File: src/frs_defs.svh
// constants for the fdc result status registers
`ifndef FRS_DEFS_SVH
`define FRS_DEFS_SVH

// ----------------------------------------------------------------
// result byte order
// ----------------------------------------------------------------
`define FRS_IDX_ST0        2'h0
`define FRS_IDX_ST1        2'h1
`define FRS_IDX_ST2        2'h2
`define FRS_IDX_ST3        2'h3
`define FRS_IDX_LAST       2'h3

// ----------------------------------------------------------------
// termination codes, reset values and bad cylinder id
// ----------------------------------------------------------------
`define FRS_TERM_NORMAL    2'h0
`define FRS_TERM_ABNORMAL  2'h1
`define FRS_TERM_INVALID   2'h2
`define FRS_RST_BYTE       8'h00
`define FRS_RST_CYL        8'h00
`define FRS_BAD_CYL        8'hFF

// ----------------------------------------------------------------
// timing
// ----------------------------------------------------------------
`define FRS_RECAL_STEPS    7'h4D
`define FRS_CLK_PERIOD_NS  8
`define FRS_SVC_WINDOW_NS  12000
`define FRS_SVC_CYCLES     ((`FRS_SVC_WINDOW_NS) / (`FRS_CLK_PERIOD_NS))

`endif

File: src/frs_pkg.sv
// types for the fdc result status registers
package frs_pkg;

   // ----------------------------------------------------------------
   // phases
   // ----------------------------------------------------------------
   typedef enum logic [1:0] {FRS_IDLE, FRS_EXEC, FRS_RESULT} frs_phase_t;

   // ----------------------------------------------------------------
   // command description, held from start
   // ----------------------------------------------------------------
   typedef struct packed {
      logic       is_write;
      logic       is_read_scan;
      logic       is_scan;
      logic       is_recal;
      logic [7:0] cyl;
   } frs_cmd_t;

   // ----------------------------------------------------------------
   // one-cycle events from the controller core
   // ----------------------------------------------------------------
   typedef struct packed {
      logic       seek_done;
      logic       beyond_last;
      logic       crc_id;
      logic       crc_data;
      logic       sector_absent;
      logic       readid_fail;
      logic       track_start_absent;
      logic       id_mark_absent;
      logic       data_mark_absent;
      logic       deleted_mark;
      logic       scan_equal;
      logic       scan_none;
      logic       id_seen;
      logic [7:0] id_cyl;
      logic       step_pulse;
      logic       byte_req;
      logic       byte_taken;
   } frs_evt_t;

   // ----------------------------------------------------------------
   // drive sense and select levels
   // ----------------------------------------------------------------
   typedef struct packed {
      logic       write_prot;
      logic       track_zero;
      logic       side_sel;
      logic [1:0] unit_sel;
   } frs_drive_t;

endpackage

File: src/frs_status.sv
// result status registers of the floppy controller
`timescale 1ns/1ns
`include "frs_defs.svh"

module frs_status
#(
   parameter int SVC_CYCLES = `FRS_SVC_CYCLES
)
(
   // clock and reset
   input  wire logic               sys_clk,
   input  wire logic               resetn,
   // command sequencing from the core
   input  wire logic               cmd_start,
   input  wire frs_pkg::frs_cmd_t  cmd_info,
   input  wire logic               cmd_done,
   input  wire logic [1:0]         cmd_term,
   input  wire logic               head_sel,
   // execution events
   input  wire frs_pkg::frs_evt_t  evt,
   // drive levels
   input  wire frs_pkg::frs_drive_t drive,
   // data register read
   input  wire logic               data_rd,
   output logic [7:0]              rd_data_r,
   output logic                    result_avail_r,
   output logic                    exec_busy_r
);

   // ----------------------------------------------------------------
   // state
   // ----------------------------------------------------------------
   frs_pkg::frs_phase_t phase_r;
   frs_pkg::frs_phase_t phase_nxt;
   frs_pkg::frs_cmd_t   cmd_r;
   logic [1:0]          ptr_r;
   logic [1:0]          ptr_nxt;
   logic [1:0]          termination_code_r;
   logic                positioning_done_r;
   logic                track_zero_fault_r;
   logic                head_at_interrupt_r;
   logic                drive_number_high_r;
   logic                drive_number_low_r;
   logic                end_of_cyl_r;
   logic                crc_fault_any_field_r;
   logic                overrun_r;
   logic                sector_missing_r;
   logic                write_blocked_r;
   logic                id_sync_absent_r;
   logic                deleted_sector_hit_r;
   logic                crc_fault_payload_r;
   logic                cylinder_mismatch_r;
   logic                scan_equal_hit_r;
   logic                scan_unmet_r;
   logic                bad_track_ff_r;
   logic                payload_sync_absent_r;
   logic [7:0]          target_id_store_r;
   logic [7:0]          sense_r;
   logic [6:0]          step_cnt_r;
   logic [6:0]          step_cnt_nxt;
   logic [15:0]         svc_cnt_r;
   logic                svc_pend_r;
   logic                in_exec;
   logic                clr;
   logic                mismatch;
   logic                fault_set;
   logic                ovr_set;

   // ----------------------------------------------------------------
   // sticky flag update, set wins over clear
   // ----------------------------------------------------------------
   function automatic logic upd(input logic q, input logic c, input logic s);
      upd = (q & ~c) | s;
   endfunction

   assign in_exec  = (phase_r == frs_pkg::FRS_EXEC);
   assign clr      = cmd_start;
   assign mismatch = in_exec & evt.id_seen & (evt.id_cyl != target_id_store_r);

   // ----------------------------------------------------------------
   // phase sequencing
   // ----------------------------------------------------------------
   always_comb
   begin
      phase_nxt = phase_r;
      ptr_nxt   = ptr_r;
      case (phase_r)
         frs_pkg::FRS_IDLE:
         begin
            if (cmd_start)
               phase_nxt = frs_pkg::FRS_EXEC;
         end
         frs_pkg::FRS_EXEC:
         begin
            if (cmd_done)
               phase_nxt = frs_pkg::FRS_RESULT;
         end
         frs_pkg::FRS_RESULT:
         begin
            if (data_rd)
            begin
               ptr_nxt = ptr_r + 2'h1;
               if (ptr_r == `FRS_IDX_LAST)
                  phase_nxt = frs_pkg::FRS_IDLE;
            end
         end
         default:
            phase_nxt = frs_pkg::FRS_IDLE;
      endcase
      if (cmd_done && phase_r == frs_pkg::FRS_IDLE)
         phase_nxt = frs_pkg::FRS_RESULT;
      if (phase_nxt != frs_pkg::FRS_RESULT || phase_r != frs_pkg::FRS_RESULT)
         ptr_nxt = `FRS_IDX_ST0;
   end

   always_ff @(posedge sys_clk)
   begin
      if (!resetn)
      begin
         phase_r        <= frs_pkg::FRS_IDLE;
         ptr_r          <= `FRS_IDX_ST0;
         result_avail_r <= 1'b0;
         exec_busy_r    <= 1'b0;
      end
      else
      begin
         phase_r        <= phase_nxt;
         ptr_r          <= ptr_nxt;
         result_avail_r <= (phase_nxt == frs_pkg::FRS_RESULT);
         exec_busy_r    <= (phase_nxt == frs_pkg::FRS_EXEC);
      end
   end

   // ----------------------------------------------------------------
   // command capture and completion code
   // ----------------------------------------------------------------
   always_ff @(posedge sys_clk)
   begin
      if (!resetn)
      begin
         cmd_r             <= '0;
         target_id_store_r <= `FRS_RST_CYL;
      end
      else if (cmd_start)
      begin
         cmd_r             <= cmd_info;
         target_id_store_r <= cmd_info.cyl;
      end
   end

   always_ff @(posedge sys_clk)
   begin
      if (!resetn)
      begin
         termination_code_r  <= `FRS_TERM_NORMAL;
         head_at_interrupt_r <= 1'b0;
         drive_number_high_r <= 1'b0;
         drive_number_low_r  <= 1'b0;
      end
      else if (cmd_done)
      begin
         termination_code_r  <= cmd_term;
         head_at_interrupt_r <= head_sel;
         drive_number_high_r <= drive.unit_sel[1];
         drive_number_low_r  <= drive.unit_sel[0];
      end
   end

   // ----------------------------------------------------------------
   // recalibrate step counting
   // ----------------------------------------------------------------
   assign step_cnt_nxt = step_cnt_r + 7'h01;
   assign fault_set    = in_exec & cmd_r.is_recal & evt.step_pulse & ~drive.track_zero
                         & (step_cnt_nxt == `FRS_RECAL_STEPS);

   always_ff @(posedge sys_clk)
   begin
      if (!resetn || clr)
         step_cnt_r <= 7'h00;
      else if (in_exec && cmd_r.is_recal && evt.step_pulse
               && step_cnt_r != `FRS_RECAL_STEPS)
         step_cnt_r <= step_cnt_nxt;
   end

   // ----------------------------------------------------------------
   // host service window for data bytes
   // ----------------------------------------------------------------
   assign ovr_set = in_exec & svc_pend_r & ~evt.byte_taken & (svc_cnt_r == 16'h0001);

   always_ff @(posedge sys_clk)
   begin
      if (!resetn || clr)
      begin
         svc_pend_r <= 1'b0;
         svc_cnt_r  <= 16'h0000;
      end
      else if (evt.byte_req && in_exec)
      begin
         svc_pend_r <= 1'b1;
         svc_cnt_r  <= 16'(SVC_CYCLES);
      end
      else if (evt.byte_taken || ovr_set)
         svc_pend_r <= 1'b0;
      else if (svc_pend_r)
         svc_cnt_r <= svc_cnt_r - 16'h0001;
   end

   // ----------------------------------------------------------------
   // first byte flags
   // ----------------------------------------------------------------
   always_ff @(posedge sys_clk)
   begin
      if (!resetn)
      begin
         positioning_done_r <= 1'b0;
         track_zero_fault_r <= 1'b0;
      end
      else
      begin
         positioning_done_r <= upd(positioning_done_r, clr,
                                   in_exec & evt.seek_done);
         track_zero_fault_r <= upd(track_zero_fault_r, clr, fault_set);
      end
   end

   // ----------------------------------------------------------------
   // second byte flags
   // ----------------------------------------------------------------
   always_ff @(posedge sys_clk)
   begin
      if (!resetn)
      begin
         end_of_cyl_r          <= 1'b0;
         crc_fault_any_field_r <= 1'b0;
         overrun_r             <= 1'b0;
         sector_missing_r      <= 1'b0;
         write_blocked_r       <= 1'b0;
         id_sync_absent_r      <= 1'b0;
      end
      else
      begin
         end_of_cyl_r          <= upd(end_of_cyl_r, clr, in_exec & evt.beyond_last);
         crc_fault_any_field_r <= upd(crc_fault_any_field_r, clr,
                                      in_exec & (evt.crc_id | evt.crc_data));
         overrun_r             <= upd(overrun_r, clr, ovr_set);
         sector_missing_r      <= upd(sector_missing_r, clr, in_exec
                                      & (evt.sector_absent | evt.readid_fail
                                      | evt.track_start_absent | mismatch));
         write_blocked_r       <= upd(write_blocked_r, clr,
                                      in_exec & cmd_r.is_write & drive.write_prot);
         id_sync_absent_r      <= upd(id_sync_absent_r, clr, in_exec
                                      & (evt.id_mark_absent | evt.data_mark_absent));
      end
   end

   // ----------------------------------------------------------------
   // third byte flags
   // ----------------------------------------------------------------
   always_ff @(posedge sys_clk)
   begin
      if (!resetn)
      begin
         deleted_sector_hit_r  <= 1'b0;
         crc_fault_payload_r   <= 1'b0;
         cylinder_mismatch_r   <= 1'b0;
         scan_equal_hit_r      <= 1'b0;
         scan_unmet_r          <= 1'b0;
         bad_track_ff_r        <= 1'b0;
         payload_sync_absent_r <= 1'b0;
      end
      else
      begin
         deleted_sector_hit_r  <= upd(deleted_sector_hit_r, clr,
                                      in_exec & cmd_r.is_read_scan & evt.deleted_mark);
         crc_fault_payload_r   <= upd(crc_fault_payload_r, clr, in_exec & evt.crc_data);
         cylinder_mismatch_r   <= upd(cylinder_mismatch_r, clr, mismatch);
         scan_equal_hit_r      <= upd(scan_equal_hit_r, clr,
                                      in_exec & cmd_r.is_scan & evt.scan_equal);
         scan_unmet_r          <= upd(scan_unmet_r, clr,
                                      in_exec & cmd_r.is_scan & evt.scan_none);
         bad_track_ff_r        <= upd(bad_track_ff_r, clr,
                                      mismatch & (evt.id_cyl == `FRS_BAD_CYL));
         payload_sync_absent_r <= upd(payload_sync_absent_r, clr,
                                      in_exec & evt.data_mark_absent);
      end
   end

   // ----------------------------------------------------------------
   // live drive sense byte
   // ----------------------------------------------------------------
   always_ff @(posedge sys_clk)
   begin
      if (!resetn)
         sense_r <= `FRS_RST_BYTE;
      else
         sense_r <= {1'b0, drive.write_prot, 1'b1, drive.track_zero,
                     drive.write_prot, drive.side_sel, drive.unit_sel};
   end

   // ----------------------------------------------------------------
   // result byte selection
   // ----------------------------------------------------------------
   function automatic logic [7:0] pick(input logic [1:0] idx);
      case (idx)
         `FRS_IDX_ST0: pick = {termination_code_r, positioning_done_r, track_zero_fault_r,
                               1'b0, head_at_interrupt_r, drive_number_high_r,
                               drive_number_low_r};
         `FRS_IDX_ST1: pick = {end_of_cyl_r, 1'b0, crc_fault_any_field_r, overrun_r,
                               1'b0, sector_missing_r, write_blocked_r,
                               id_sync_absent_r};
         `FRS_IDX_ST2: pick = {1'b0, deleted_sector_hit_r, crc_fault_payload_r,
                               cylinder_mismatch_r, scan_equal_hit_r, scan_unmet_r,
                               bad_track_ff_r, payload_sync_absent_r};
         default:      pick = sense_r;
      endcase
   endfunction

   always_ff @(posedge sys_clk)
   begin
      if (!resetn)
         rd_data_r <= `FRS_RST_BYTE;
      // completion byte shows the values taken with the interrupt, not the stale ones
      else if (cmd_done && ptr_nxt == `FRS_IDX_ST0)
         rd_data_r <= {cmd_term, upd(positioning_done_r, clr, in_exec & evt.seek_done),
                       upd(track_zero_fault_r, clr, fault_set), 1'b0, head_sel,
                       drive.unit_sel};
      else
         rd_data_r <= pick(ptr_nxt);
   end

   // ----------------------------------------------------------------
   // checks
   // ----------------------------------------------------------------
   not_ready_zero_a: assert property (@(posedge sys_clk) disable iff (!resetn)
      (ptr_r == `FRS_IDX_ST0 && $past(ptr_r) == `FRS_IDX_ST0) |-> !rd_data_r[3])
      else $error("not ready bit seen high");

   st1_spare_zero_a: assert property (@(posedge sys_clk) disable iff (!resetn)
      (ptr_r == `FRS_IDX_ST1) |=> ($past(ptr_nxt) != `FRS_IDX_ST1 || rd_data_r[6:6] == 1'b0
                                   && rd_data_r[3] == 1'b0))
      else $error("spare bits of second byte high");

   sense_fixed_bits_a: assert property (@(posedge sys_clk) disable iff (!resetn)
      $past(resetn) |-> (sense_r[7:5] == {1'b0, $past(drive.write_prot), 1'b1}))
      else $error("sense byte fixed bits wrong");

   sense_wp_dup_a: assert property (@(posedge sys_clk) disable iff (!resetn)
      $past(resetn) |-> (sense_r[3] == $past(drive.write_prot)
                         && sense_r[4] == $past(drive.track_zero)))
      else $error("write protect copies differ");

   seek_flag_set_a: assert property (@(posedge sys_clk) disable iff (!resetn)
      (in_exec && evt.seek_done) |=> positioning_done_r)
      else $error("seek end not flagged");

   recal_fault_a: assert property (@(posedge sys_clk) disable iff (!resetn)
      (track_zero_fault_r && !$past(track_zero_fault_r)) |->
      ($past(step_cnt_r) == 7'h4C && $past(evt.step_pulse) && !$past(drive.track_zero)))
      else $error("track zero fault at wrong step");

   flags_clear_a: assert property (@(posedge sys_clk) disable iff (!resetn)
      (cmd_start && !evt.beyond_last && !evt.crc_data && !evt.crc_id) |=>
      (!end_of_cyl_r && !crc_fault_payload_r && !crc_fault_any_field_r))
      else $error("flags not cleared at command start");

   bad_cyl_pair_a: assert property (@(posedge sys_clk) disable iff (!resetn)
      (mismatch && evt.id_cyl == 8'hFF) |=> (bad_track_ff_r && cylinder_mismatch_r
                                             && sector_missing_r))
      else $error("bad cylinder not flagged");

   missing_mark_a: assert property (@(posedge sys_clk) disable iff (!resetn)
      (in_exec && evt.data_mark_absent) |=> (id_sync_absent_r && payload_sync_absent_r))
      else $error("missing data mark not flagged twice");

   result_order_a: assert property (@(posedge sys_clk) disable iff (!resetn)
      (phase_r == frs_pkg::FRS_RESULT && data_rd && ptr_r != `FRS_IDX_LAST && !cmd_done)
      |=> (ptr_r == $past(ptr_r) + 2'h1))
      else $error("result pointer did not advance");

endmodule

File: config.mk
export PLATFORM = sky130hd
export DESIGN_NAME = frs_status
export DESIGN_NICKNAME = d
export VERILOG_FILES = /design/src/frs_pkg.sv /design/src/frs_status.sv
export VERILOG_INCLUDE_DIRS = /design/src
export SDC_FILE = /design/constraint.sdc
export NUM_CORES = 1
export LEC_CHECK = 0
export BUFFER_PORTS_ARGS = -buffer_cell sky130_fd_sc_hd__buf_2
export CAP_MARGIN = 20
export CORE_ASPECT_RATIO = 1.1
export CORE_MARGIN = 2
export CORE_UTILIZATION = 60
export DETAILED_ROUTE_END_ITERATION = 10
export HOLD_SLACK_MARGIN = 0.06
export PLACE_DENSITY_LB_ADDON = 0.3
export SLEW_MARGIN = 20
export SYNTH_ARGS = -nofsm -noshare
export SYNTH_HDL_FRONTEND = slang
export SYNTH_SLANG_ARGS = --single-unit
File: constraint.sdc
create_clock -name sys_clk -period 4.5 [get_ports sys_clk]
set_clock_uncertainty 0.15 [all_clocks]
set_input_delay 0.225 -clock sys_clk [delete_from_list [all_inputs] [get_ports sys_clk]]
set_output_delay 0.225 -clock sys_clk [all_outputs]
set_load 0.02 [all_outputs]
# == Word-level counts from Yosys, hierarchy flattened ==
# Cells that the tools add are included.
# classes
bitwise_logic,64
eq_ne,15
add_sub_neg,3
n_mux,17
reduce_logical,18
# op_table
operator,n
$and 1x1->1,39
$mux 11,3
$pmux 8 s3,1
$or 1x1->1,20
$eq 16x1->1 const B,1
$mux 2,8
$sub 16x1->16 const B,1
$eq 2x2->1 const B,4
$eq 8x8->1 const B,1
$mux 8,1
$ne 8x8->1,1
$add 7x1->7 const B,1
$eq 7x7->1 const B,1
$ne 7x7->1 const B,1
$eq 2x1->1 const B,3
$logic_and 1x1->1,6
$mux 6,1
$ne 2x2->1 const B,3
$pmux 2 s3,1
$not 1->1,5
$logic_not 2->1,2
$reduce_and 2->1,2
$reduce_bool 2->1,2
$reduce_or 2->1,2
other kinds (4),7
# word_totals
output_inout_bits,10
word_cells,153
inputBits,49
regBits,78

# == Logic depth before layout (Yosys ltp) ==
# depth
word_depth,11
mapped_depth,7
depth_no_buf,7

# == Worst setup path after synthesis ==
# OpenSTA, ideal clock, no wires.
# synth_path
path_type,flip-flop to flip-flop
start,reg svc_cnt_r[6]
end,reg svc_cnt_r[14]
t_required_ns,4.279
n_path_buf,1
stages_incl_launch_ff,7
setup_time_ns,0.071
arrival_ns,2.313
period_less_slack_ns,2.534
setup_slack_ns,1.966
path_cell_list,dfxtp_1 -> or4_4 -> or4_1 -> buf_2 -> or4_1 -> or4_1 -> a21oi_1
# synth_between
elab_chain_len,5
word_cells_on_any_way,6
classes_between,add/sub (1); eq/ne (1); bitwise (2); reduce/logical (2)
# synth_rtl
element,line_no,text
start: declaration,frs_status.sv:61,logic [15:0] svc_cnt_r;
start signal: assignment,frs_status.sv:200,svc_cnt_r <= 16'(SVC_CYCLES);
start signal: assignment,frs_status.sv:205,svc_cnt_r <= svc_cnt_r - 16'h0001;
"parallel branches: the longest is 5 deep, another holds $sub 16x1->16",n/a,
# Parallel ways; which one is timed is not known.
# A chain may end at the register's enable or synchronous reset.

# == Final worst setup path ==
# layout_path
start,reg ptr_r[0]
end,reg rd_data_r[4]
# layout_between
elab_chain_len,11
word_cells_on_any_way,17
classes_between,add/sub (1); eq/ne (4); mux (9); reduce/logical (3)
# layout_rtl
element,line_no,text
start: declaration,frs_status.sv:36,logic [1:0] ptr_r;
start signal: assignment,frs_status.sv:121,ptr_r <= `FRS_IDX_ST0;
start signal: assignment,frs_status.sv:128,ptr_r <= ptr_nxt;
$eq 2x2->1 (no line),n/a,
$mux 2,frs_status.sv:103,if (ptr_r == `FRS_IDX_LAST)
$mux 2,frs_status.sv:100,if (data_rd)
$pmux 2 s3,frs_status.sv:87,case (phase_r)
$mux 2,frs_status.sv:110,if (cmd_done && phase_r == frs_pkg::FRS_IDLE)
$ne 2x2->1,frs_status.sv:112,if (phase_nxt != frs_pkg::FRS_RESULT || phase_r != frs_pkg::FRS_RESULT)
$logic_or 1x1->1,frs_status.sv:112,
$mux 2 (*),frs_status.sv:112,
$eq 2x2->1 (tied with other cells),frs_status.sv:304,case (idx)
$pmux 8 s3 / $logic_and 1x1->1 (equally long branches),n/a,
$mux 8 (*),frs_status.sv:323,else if (cmd_done && ptr_nxt == `FRS_IDX_ST0)
end signal: assignment,frs_status.sv:321,rd_data_r <= `FRS_RST_BYTE;
end signal: assignment,frs_status.sv:324,"rd_data_r <= {cmd_term, upd(positioning_done_r, clr, in_exec & evt.seek_done),"
end signal: assignment,frs_status.sv:328,rd_data_r <= pick(ptr_nxt);
end: declaration,frs_status.sv:25,"output logic [7:0] rd_data_r,"
# Every way passes the cells marked *; elsewhere a longest branch is shown, timed or not.

==> results_dict.tcl <==
set metrics [dict create \
    fp-row-count 28 \
    areaGrowthSynthToFinish_pct 25.1 \
    layout_commonest_cell "dfxtp_1" \
    worstSetupStartpointType "flop" \
    clockRootBuffer "clkbuf_8" \
    switching_power_mw 0.329 \
    syn_inst 366 \
    ys_seq_elements 76 \
    ff2ff_path_depth 6 \
    routed_via_density 5.75 \
    pre_cts_ws_ps 1560 \
    cap_violations 0 \
    cts_inserted_buffers 9 \
    first_pass_iters 7 \
    maxSlewViolCount 0 \
    gp_congestion 0.819 \
    fin_setup_tns_ps 0 \
    rsz0062_at_grt "false" \
    most-common-layout-cells "dfxtp_1 (76), buf_2 (58), nand2_1 (28), nor2_1 (28), dlygate4sd3_1 (26)" \
    hold_violations 0 \
    power_mw 1.49 \
    irDropWorstVdd_mv 0.220 \
    grt_max_degree 40 \
    die_h_um 82.6 \
    grt.overflow.total 0 \
    p_seq_frac 0.474 \
    max_clock_freq_mhz 352 \
    synth_area_um2 3370 \
    end_kind "flop" \
    cts_setup_buffers 0 \
    setup_ws_ps 1660 \
    yosysTopAreaCell "dfxtp_1" \
    comb_power_share 0.099 \
    synth_cell_types 50 \
    die_x_um 75.5 \
    diodes 0 \
    track_usage 0.273 \
    tightestPinTransition_ps 977 \
    power_frac_clock 0.427 \
    ys_warn_count 0 \
    synth-main-ff-cell "dfxtp_1" \
    slew_headroom 0.348 \
    start_util 0.625 \
    cellLeakagePower_nw 1.74 \
    clk_path_buf_depth 2 \
    die_area_um2 6240 \
    synth-edff-count 0 \
    core_um2 5400 \
    period_share 0.632 \
    vias 3020 \
    cts_tree "done" \
    netlist.area_leader.share 0.451 \
    drt_wl_total_um 8230 \
    antenna_left 0 \
    p_per_area_nw_per_um2 354 \
    grt_antenna_before_repair 0 \
    placed_area_um2 3700 \
    num_io_pins 59 \
    clock_sinks 76 \
    worst_skew_pair.late_latency_ps 350 \
    timing.critical_path.fanout_max 15 \
    drc 0 \
    htreeDepth 3 \
    critPathLaunch "ptr_r[0]" \
    switching_share 0.220 \
    wl_per_cell_um 15.7 \
    use_met3 0.0680 \
    cts-resized-gates 0 \
    reg2reg_to "rd_data_r[4]" \
    fin_crit_ps 2840 \
    hp-class "input pin to flop" \
    fin_nets 500 \
    status "finished clean" \
    yosysSeqAreaShare 0.451 \
    critPathCapture "rd_data_r[4]" \
    crit_type "flop to flop" \
    synth_nets 421 \
    r2r_start "ptr_r[0]" \
    clk_pin_slew_ps 80 \
    avgSynthCellArea_um2 9.22 \
    first_iter_violations 208 \
    dp.final_hpwl_um 5130 \
    synthArstFlopShare 0 \
    synth.area.top_cells "dfxtp_1 (45%), mux2i_1 (6.2%), nor2b_1 (4.1%)" \
    drive_above_1_share 0.180 \
    required_ps 4600 \
    top_usage_layer "met2" \
    grt_util_met2 0.485 \
    cp.arrival_ps 2950 \
    p_int_mw 1.17 \
    setup_violations 0 \
    stdcell_area_um2 4220 \
    grt_pass1_vias 2871 \
    grt_pass1_wl_um 12700 \
    grtUsageMet1 0.302 \
    io_buffers 58 \
    rrSetupSlack_ps 1660 \
]
-- flip-flops by register name (all words and copies together), names as in the netlist, 2 cells and up --
register / count
target_id_store_r: 8
sense_r: 6
termination_code_r: 2
cmd_r: 4
ptr_r: 2
step_cnt_r: 7
rd_data_r: 8
phase_r: 2
svc_cnt_r: 16
-- layer usage --
| layer | vias to the layer above | routed length [um] |
|---|---|---|
| li1 | 1477 | - |
| met1 | 1407 | 3320 |
| met2 | 110 | 4180 |
| met3 | 26 | 443 |
| met4 | 0 | 287 |
| met5 | - | 0 |
-- per-stage QoR --
stage	hold slack, ps	utilization	instances
after floorplan	103	-	366
after global placement	280	0.686	483
after detailed placement	286	0.686	483
after CTS	61.2	0.781	525
after global routing	124	0.782	525
final	86.3	0.782	525
-- Yosys cell counts (4+ instances only) --
cell and n:
a21oi_1 12, a221oi_1 4, a22o_1 4, a311oi_1 4, a31oi_1 8, a32o_1 4, and2_1 5, clkbuf_1 15
dfxtp_1 76, ha_1 6, inv_1 13, mux2i_1 21, nand2_1 28, nand2b_1 8, nand4_1 6, nor2_1 28
nor2b_1 22, nor3_1 4, o21ai_0 9, o31ai_1 6, or3_1 7, or4_1 13, xnor2_1 14, xor2_1 5
-- worst max-delay path, stage by stage, from the launching register on --
cell and delay [ps]:
dfxtp_1 350, ha_1 230, or3b_2 480, a21oi_1 760, or2_2 250, o21ai_0 180, a311oi_1 350
-- what timing repair did --
action,4_1_cts,5_1_grt
setup endpoints to repair,0,0
hold endpoints to repair,30,0
hold buffers,26,0
-- cell type report --
| cell class | instances | area, um2 |
|---|---|---|
| multi-input combinational | 259 | 1740 |
| sequential | 76 | 1520 |
| fill | 364 | 1180 |
| timing repair buffer | 86 | 566 |
| clock buffer | 12 | 155 |
| clock inverter | 4 | 95.1 |
| tap | 75 | 93.8 |
| inverter | 13 | 48.8 |
-- kinds of logic after synthesis --
kind of cell,after synthesis,share of synthesized area
fa+ha+maj,6,0.0223
compound gates,70,0.146
mux,21,0.0623
xor+xnor,19,0.0493
flops,76,0.451
buf+inv,31,0.0349
simple gates,143,0.234
-- worst min-delay path by stage --
| stage | to | startpoint | depth (start not counted) |
|---|---|---|---|
| floorplan | sense_r[5] | resetn | 0 |
| global placement | sense_r[2] | drive[2] | 2 |
| detailed placement | sense_r[2] | drive[2] | 2 |
| CTS | positioning_done_r | evt[23] | 5 |
| global route | termination_code_r[1] | cmd_term[1] | 3 |
| finish | positioning_done_r | evt[23] | 5 |
-- power by group through the flow --
stage	sequential [mW]	clock (mW)	combinational, mW
6_report	0.709	0.638	0.147
5_1_grt	0.710	0.673	0.161
4_1_cts	0.708	0.641	0.144
3_5_place_dp	0.723	0	0.125
3_3_place_gp	0.723	0	0.122
2_1_floorplan	0.728	0	0.0732
Power figures use the tool's default switching activity.
